==> src/verilog/flash_seq_params.svh <==
// Constants for the self-programming flash sequencer and its core-side end.
`ifndef FLASH_SEQ_PARAMS_SVH
`define FLASH_SEQ_PARAMS_SVH

// ----------------------------------------------------------------
// Array organisation
// ----------------------------------------------------------------
`define ADDR_W          24
`define WORD_W          24
`define ROW_INSTR       64
`define SLOT_W          6
`define LAST_SLOT       6'h3F
`define PAGE_ROWS       8
`define PAGE_INSTR      512
`define ROW_BYTES       192
`define PAGE_BYTES      1536
`define ROW_ADDR_MASK   24'hFFFF80
`define PAGE_ADDR_MASK  24'hFFFC00

// ----------------------------------------------------------------
// Control register and unlock key
// ----------------------------------------------------------------
`define CTRL_WR_BIT     15
`define CTRL_WREN_BIT   14
`define CTRL_ERR_BIT    13
`define OP_WORD         4'h1
`define OP_ROW          4'h2
`define OP_ERASE        4'h3
`define KEY_FIRST       8'h55
`define KEY_SECOND      8'hAA

// ----------------------------------------------------------------
// Timing
// ----------------------------------------------------------------
`define CLK_PERIOD_NS   10
`define PROG_SETTLE_NS  160
`define ERASE_TIME_NS   320

`endif

==> src/verilog/flash_seq_pkg.sv <==
// Types shared by the flash sequencer and its core-side end.
package flash_seq_pkg;

   typedef enum logic [1:0] {st_idle, st_load, st_settle, st_erase} seq_state_t;

   typedef enum logic [1:0] {key_none, key_first, key_done} key_state_t;

   typedef enum logic [1:0] {cmd_load_low, cmd_load_high, cmd_start} cmd_kind_t;

   typedef enum logic [2:0] {h_idle, h_tw, h_key1, h_key2, h_ctrl, h_wait} host_state_t;

endpackage

==> src/verilog/flash_seq_if.sv <==
// Connection between the processor core end and the flash sequencer.
`timescale 1ns/1ps
interface flash_seq_if;
   logic        tw_valid;
   logic        tw_high;
   logic [23:0] tw_addr;
   logic [15:0] tw_data;
   logic        tw_ack;
   logic        key_write;
   logic [7:0]  key_data;
   logic        ctrl_write;
   logic [15:0] ctrl_wdata;
   logic [15:0] ctrl_rdata;
   logic        stall;

   modport dev
   (
      input  tw_valid,
      input  tw_high,
      input  tw_addr,
      input  tw_data,
      output tw_ack,
      input  key_write,
      input  key_data,
      input  ctrl_write,
      input  ctrl_wdata,
      output ctrl_rdata,
      output stall
   );

   modport core
   (
      output tw_valid,
      output tw_high,
      output tw_addr,
      output tw_data,
      input  tw_ack,
      output key_write,
      output key_data,
      output ctrl_write,
      output ctrl_wdata,
      input  ctrl_rdata,
      input  stall
   );
endinterface

==> src/verilog/flash_sequencer_device.sv <==
// Flash self-programming sequencer: holding buffer, unlock, program and erase.
`timescale 1ns/1ps
`include "flash_seq_params.svh"

module flash_sequencer_device
   import flash_seq_pkg::*;
(
   input  wire logic                sys_clk,
   input  wire logic                reset,
   flash_seq_if.dev                 core,
   output logic                     array_we,
   output logic [`ADDR_W-1:0]       array_addr,
   output logic [`WORD_W-1:0]       array_data,
   output logic                     array_erase,
   output logic                     busy
);

   // ----------------------------------------------------------------
   // Timing counts
   // ----------------------------------------------------------------
   localparam int  PROG_CYC_I  = (`PROG_SETTLE_NS + `CLK_PERIOD_NS - 1) / `CLK_PERIOD_NS;
   localparam int  ERASE_CYC_I = (`ERASE_TIME_NS + `CLK_PERIOD_NS - 1) / `CLK_PERIOD_NS;
   localparam logic [7:0] PROG_CYC  = 8'(PROG_CYC_I);
   localparam logic [7:0] ERASE_CYC = 8'(ERASE_CYC_I);

   // ----------------------------------------------------------------
   // Storage and state
   // ----------------------------------------------------------------
   logic [`WORD_W-1:0]  buffer [0:`ROW_INSTR-1];
   logic                tw_phase;
   logic [`ADDR_W-1:0]  target;
   key_state_t          key_state;
   logic                wr;
   logic                wren;
   logic                err;
   logic [3:0]          op;
   seq_state_t          state;
   logic [`SLOT_W-1:0]  slot;
   logic [7:0]          wait_cnt;
   logic [3:0]          start_op;
   logic                op_valid;
   logic                start_req;
   logic                start_ok;
   logic                done;
   logic [`SLOT_W-1:0]  tw_slot;

   // ----------------------------------------------------------------
   // Start qualification
   // ----------------------------------------------------------------
   assign start_op  = core.ctrl_wdata[3:0];
   assign op_valid  = (start_op == `OP_WORD) || (start_op == `OP_ROW) || (start_op == `OP_ERASE);
   assign start_req = core.ctrl_write && core.ctrl_wdata[`CTRL_WR_BIT];
   assign start_ok  = start_req && (key_state == key_done) && (state == st_idle)
                      && core.ctrl_wdata[`CTRL_WREN_BIT] && op_valid;
   assign done      = ((state == st_settle) || (state == st_erase)) && (wait_cnt == 8'h01);
   assign tw_slot   = core.tw_addr[`SLOT_W:1];

   // ----------------------------------------------------------------
   // Stall and status
   // ----------------------------------------------------------------
   assign busy       = (state != st_idle);
   assign core.stall = busy;
   assign core.tw_ack = tw_phase;
   assign core.ctrl_rdata = {wr, wren, err, 9'h000, op};

   // ----------------------------------------------------------------
   // Table writes into the holding buffer
   // ----------------------------------------------------------------
   always_ff @(posedge sys_clk or posedge reset)
   begin
      if (reset)
      begin
         tw_phase <= 1'b0;
      end
      else if (core.tw_valid && !tw_phase && !busy)
      begin
         tw_phase <= 1'b1;
      end
      else
      begin
         tw_phase <= 1'b0;
      end
   end

   always_ff @(posedge sys_clk)
   begin
      if (tw_phase)
      begin
         if (core.tw_high)
         begin
            buffer[tw_slot][23:16] <= core.tw_data[7:0];
         end
         else
         begin
            buffer[tw_slot][15:0] <= core.tw_data;
         end
      end
   end

   always_ff @(posedge sys_clk or posedge reset)
   begin
      if (reset)
      begin
         target <= 24'h000000;
      end
      else if (tw_phase)
      begin
         target <= core.tw_addr;
      end
   end

   // ----------------------------------------------------------------
   // Unlock key sequence
   // ----------------------------------------------------------------
   always_ff @(posedge sys_clk or posedge reset)
   begin
      if (reset)
      begin
         key_state <= key_none;
      end
      else if (core.key_write)
      begin
         if (core.key_data == `KEY_FIRST)
         begin
            key_state <= key_first;
         end
         else if ((key_state == key_first) && (core.key_data == `KEY_SECOND))
         begin
            key_state <= key_done;
         end
         else
         begin
            key_state <= key_none;
         end
      end
      else if (core.ctrl_write || core.tw_valid)
      begin
         key_state <= key_none;
      end
   end

   // ----------------------------------------------------------------
   // Control register
   // ----------------------------------------------------------------
   always_ff @(posedge sys_clk or posedge reset)
   begin
      if (reset)
      begin
         wr   <= 1'b0;
         wren <= 1'b0;
         err  <= 1'b0;
         op   <= 4'h0;
      end
      else
      begin
         if (done)
         begin
            wr <= 1'b0;
         end
         if (core.ctrl_write && (state == st_idle))
         begin
            wren <= core.ctrl_wdata[`CTRL_WREN_BIT];
            op   <= start_op;
            err  <= core.ctrl_wdata[`CTRL_ERR_BIT];
            if (start_ok)
            begin
               wr <= 1'b1;
            end
            else if (start_req)
            begin
               err <= 1'b1;
            end
         end
      end
   end

   // ----------------------------------------------------------------
   // Operation sequencer
   // ----------------------------------------------------------------
   always_ff @(posedge sys_clk or posedge reset)
   begin
      if (reset)
      begin
         state    <= st_idle;
         slot     <= 6'h00;
         wait_cnt <= 8'h00;
      end
      else
      begin
         unique case (state)
            st_idle:
            begin
               if (start_ok)
               begin
                  if (start_op == `OP_ERASE)
                  begin
                     state    <= st_erase;
                     wait_cnt <= ERASE_CYC;
                  end
                  else if (start_op == `OP_ROW)
                  begin
                     state <= st_load;
                     slot  <= 6'h00;
                  end
                  else
                  begin
                     state <= st_load;
                     slot  <= target[`SLOT_W:1];
                  end
               end
            end
            st_load:
            begin
               if ((op == `OP_WORD) || (slot == `LAST_SLOT))
               begin
                  state    <= st_settle;
                  wait_cnt <= PROG_CYC;
               end
               else
               begin
                  slot <= slot + 6'h01;
               end
            end
            st_settle, st_erase:
            begin
               if (wait_cnt == 8'h01)
               begin
                  state <= st_idle;
               end
               else
               begin
                  wait_cnt <= wait_cnt - 8'h01;
               end
            end
         endcase
      end
   end

   // ----------------------------------------------------------------
   // Flash array drive
   // ----------------------------------------------------------------
   always_ff @(posedge sys_clk or posedge reset)
   begin
      if (reset)
      begin
         array_we    <= 1'b0;
         array_addr  <= 24'h000000;
         array_data  <= 24'h000000;
         array_erase <= 1'b0;
      end
      else
      begin
         array_we    <= (state == st_load);
         array_erase <= start_ok && (start_op == `OP_ERASE);
         if (state == st_load)
         begin
            array_data <= buffer[slot];
            array_addr <= (target & `ROW_ADDR_MASK) | {17'h00000, slot, 1'b0};
         end
         else if (start_ok && (start_op == `OP_ERASE))
         begin
            array_addr <= target & `PAGE_ADDR_MASK;
         end
      end
   end

endmodule

==> src/flat_wrapper.sv <==
// flat-port wrapper written by rule: the top's interface ports become plain ports
module flash_sequencer_device_flat import flash_seq_pkg::*;
  (sys_clk, reset, array_we, array_addr, array_data, array_erase, busy, core_tw_valid, core_tw_high, core_tw_addr, core_tw_data, core_tw_ack, core_key_write, core_key_data, core_ctrl_write, core_ctrl_wdata, core_ctrl_rdata, core_stall);
  flash_seq_if core_i ();
  input  wire logic sys_clk;
  input  wire logic reset;
  output logic array_we;
  output logic [`ADDR_W-1:0] array_addr;
  output logic [`WORD_W-1:0] array_data;
  output logic array_erase;
  output logic busy;
  input wire logic [$bits(core_i.tw_valid)-1:0] core_tw_valid;
  input wire logic [$bits(core_i.tw_high)-1:0] core_tw_high;
  input wire logic [$bits(core_i.tw_addr)-1:0] core_tw_addr;
  input wire logic [$bits(core_i.tw_data)-1:0] core_tw_data;
  output wire logic [$bits(core_i.tw_ack)-1:0] core_tw_ack;
  input wire logic [$bits(core_i.key_write)-1:0] core_key_write;
  input wire logic [$bits(core_i.key_data)-1:0] core_key_data;
  input wire logic [$bits(core_i.ctrl_write)-1:0] core_ctrl_write;
  input wire logic [$bits(core_i.ctrl_wdata)-1:0] core_ctrl_wdata;
  output wire logic [$bits(core_i.ctrl_rdata)-1:0] core_ctrl_rdata;
  output wire logic [$bits(core_i.stall)-1:0] core_stall;
  assign core_i.tw_valid = core_tw_valid;
  assign core_i.tw_high = core_tw_high;
  assign core_i.tw_addr = core_tw_addr;
  assign core_i.tw_data = core_tw_data;
  assign core_tw_ack = core_i.tw_ack;
  assign core_i.key_write = core_key_write;
  assign core_i.key_data = core_key_data;
  assign core_i.ctrl_write = core_ctrl_write;
  assign core_i.ctrl_wdata = core_ctrl_wdata;
  assign core_ctrl_rdata = core_i.ctrl_rdata;
  assign core_stall = core_i.stall;
  flash_sequencer_device u_core (.sys_clk(sys_clk), .reset(reset), .core(core_i), .array_we(array_we), .array_addr(array_addr), .array_data(array_data), .array_erase(array_erase), .busy(busy));
endmodule
==> config.mk <==
export PLATFORM = sky130hd
export DESIGN_NAME = flash_sequencer_device_flat
export DESIGN_NICKNAME = d
export VERILOG_FILES = /design/src/verilog/flash_seq_pkg.sv /design/src/verilog/flash_seq_if.sv /design/src/verilog/flash_sequencer_device.sv /design/src/flat_wrapper.sv
export VERILOG_INCLUDE_DIRS = /design/src /design/src/verilog
export SDC_FILE = /design/constraint.sdc
export NUM_CORES = 2
export LEC_CHECK = 0
export ABC_AREA = 1
export BUFFER_PORTS_ARGS = -buffer_cell sky130_fd_sc_hd__buf_2
export CAP_MARGIN = 25
export CORE_MARGIN = 5
export CORE_UTILIZATION = 28
export CTS_CLUSTER_SIZE = 25
export DETAILED_ROUTE_END_ITERATION = 6
export PLACE_DENSITY = 0.44
export REMOVE_ABC_BUFFERS = 1
export SYNTH_ARGS = -nofsm -noshare
export SYNTH_HDL_FRONTEND = slang
export SYNTH_SLANG_ARGS = --single-unit
==> constraint.sdc <==
create_clock -name sys_clk -period 2.9 [get_ports sys_clk]
set_input_delay 0.58 -clock sys_clk [delete_from_list [all_inputs] [get_ports sys_clk]]
set_output_delay 0.58 -clock sys_clk [all_outputs]
set_load 0.01 [all_outputs]
==> qor.yml <==
logic_synthesis:
  ys_warn_count: 0
  yosysTopAreaCellShare: 0.693
  yosys.cell_types.count: 34
  synthArstFlopShare: 0.0600
  synth_top_area_cell: "edfxtp_1"
  synth-seq-cells: 1634
  seq_area_frac_synth: 0.730
  netlist_instances: 5786
  post-synth-top-count-cell: "nand2_1"
  synth_edf_count: 1536
  synth.avg_cell_area_sq_um: 11.5
  ys_top_cells_by_area: "edfxtp_1 (69%), nand2_1 (13%), nand3_1 (6.7%)"
  syn-cell-area_sq_um: 66500
  synth_common_cells: "nand2_1 (2,331), edfxtp_1 (1,536), nand3_1 (884)"
  synth-main-ff-cell: "edfxtp_1"
finish:
  drive_gt1_frac: 0.119
  finish.net_count: 6103
  finalInstanceArea_sq_um: 78300
  fin_cells: 9348
  final_util: 0.330
  areaGrowthSynthToFinish_pct: 17.7
setup_path:
  cp_max_fo: 62
  path_common_cell: "nand3_1"
  cp-end-kind: "flop"
  required_ns: 3.65
  start_kind: "flop"
  cp.arrival_ns: 3.31
  cp_cell_sequence: "buf_12 -> buf_4 -> nand2_1 -> nand3_1 -> nand3_1 -> nand3_1 -> nand3_1 -> nand2_1 -> nand2_1 -> nand3_1"
  crit_path_max_incr_delay_ns: 0.62
  criticalPathCategory: "reg2reg"
  cp_slowest_cell: "dfrtp_4"
clocking:
  cts-htree-levels: 4
  cts.sinks: 1634
  ctsHoldBuffers: 20
  worstSkewPairLatency_ns: 0.81
  clk_pin_slew_ns: 0.06
  cts_tree: "yes"
  cts_buffers: 177
  clockBufferDepth: 3
  cts_resized: 0
  cts_setup_buffers: 0
  root_buffer: "clkbuf_16"
placement:
  dp.cells: 8998
  io_buffers: 118
  place_area_sq_um: 72500
  routabilityCongestion: 0.770
  dp_hpwl_mm: 115
  place_ws_ns: 0.380
timing:
  max_freq_mhz: 392
  fin_crit_ns: 2.55
  rsz0062_at_grt: "false"
  timing.slew.headroom: 0.400
  finClkSkew_ns: 0.0250
  slew_violations: 0
  finalSetupViolCount: 0
  finalHoldViolations: 0
  hold_ws_ns: 0.0707
  fin_ws_ns: 0.346
  finalSetupTns_ns: 0
  worst_pin_slew_ns: 0.895
  period_share: 0.881
floorplanning:
  ios: 139
  start_util: 0.280
  die_x_um: 497
  fp.dieArea_sq_um: 247000
  die_h_um: 497
  rows: 179
  core_sq_um: 237000
routing:
  vias_per_cell: 4.61
  avgRoutedWirePerCell_um: 21.3
  drt_iter0_drc: 3329
  antenna_left: 0
  first_pass_iters: 5
  wirelength_mm: 199
  drc_errors: 0
  routed-via-count: 43095
global_route:
  grt_pass1_wl_mm: 290
  track_usage: 0.156
  grt-ovfl-total: 0
  grt_max_degree: 128
  grt_antenna_before_repair: 6
  grt_pass1_vias: 41457
pwr:
  p_per_area_nw_per_um2: 636
  leakage_nw: 28.5
  p_sw_mw: 10.9
  p_int_mw: 38.9
  clkPwrFrac: 0.437
  vdd_drop_max_mv: 0.645
  p_seq_frac: 0.521
  sw_frac_of_total: 0.219
  combPwrFrac: 0.042
  p_total_mw: 49.8
flow_run:
  drv_cap: 0
hold_path:
  min_path_type: "in2reg"
status:
  outcome: "complete, no violations"
## power groups by stage
stage | clock [mW] | sequential (mW) | combinational [mW]
5_1_grt | 23.3 | 25.9 | 2.28
3_3_place_gp | 0 | 26.4 | 2.08
4_1_cts | 22.3 | 25.9 | 2.12
3_5_place_dp | 0 | 26.4 | 2.10
2_1_floorplan | 0 | 26.5 | 0.930
6_report | 21.8 | 25.9 | 2.08
## per-layer routing
metal	up-vias	wire length (um)	GRT usage
li1	20515	-	-
met5	-	13	0
met2	1005	95400	0.260
met1	21336	89900	0.215
met3	237	9470	0.0224
met4	2	4350	0.0421
## sequential cells by signal (all words and copies together) (netlist names)
register / flops
u_core.target: 23
u_core.op: 4
u_core.slot: 6
u_core.wait_cnt: 8
u_core.err: 1
u_core.wr: 1
u_core.array_erase: 1
u_core.buffer: 1536
u_core.wren: 1
u_core.state: 2
u_core.key_state: 2
u_core.array_we: 1
u_core.array_data: 24
u_core.array_addr: 23
u_core.core.tw_ack: 1
## area by class of cell
type	instances	area [sq um]
multi-input combinational	3718	16100
timing repair buffer	421	3750
clock inverter	82	639
tap	3167	3960
clock buffer	241	4920
inverter	78	325
fill	23635	159000
antenna	7	17.5
sequential	1634	48600
## cells in the final DEF (no fill, tap or decap), types with 46 or more instances in the layout
master and count:
inv_1 63, buf_2 110, dfrtp_1 94, clkbuf_1 46
nor2_1 68, clkbuf_16 183, nor3_2 63, nand2_1 2329
nor3_1 58, edfxtp_1 1536, nand3_1 879, a21oi_1 217
buf_12 63, buf_4 221
## critical path, delay by kind of cell (launching register included)
kind                   cells  cell delay [ns]
flip-flops                 1             0.62
AND/OR/NAND/NOR            8             1.06
buffers and inverters      2             0.70
## path summary, 6_finish.rpt
check,startpoint,to,slack [ns],cells past startpoint
hold reg to reg,u_core.wr,u_core.wr,0.49,2
setup / recovery,u_core.slot[0],u_core.array_data[9],0.35,10
setup reg to reg,u_core.slot[0],u_core.array_data[9],0.35,10
hold / removal,core_tw_addr[12],u_core.target[12],0.07,3
max in group asynchronous,reset,u_core.array_addr[10],1.80,5
min in group asynchronous,reset,u_core.wr,0.40,4
## logic make-up (layout without fill, tap and decap cells)
family	Yosys count	after routing	synth area share
flip-flops	1634	1634	0.730
adder cells (fa/ha/maj)	3	3	0.000564
other	1	17	0.0000564
AND/OR/NAND/NOR	3423	3423	0.213
XOR/XNOR	6	6	0.000790
buffers and inverters	443	822	0.0337
multiplexers	1	1	0.000169
AO/OA/AOI/OAI	275	275	0.0212
No activity file was read; power rests on OpenSTA's default activity.
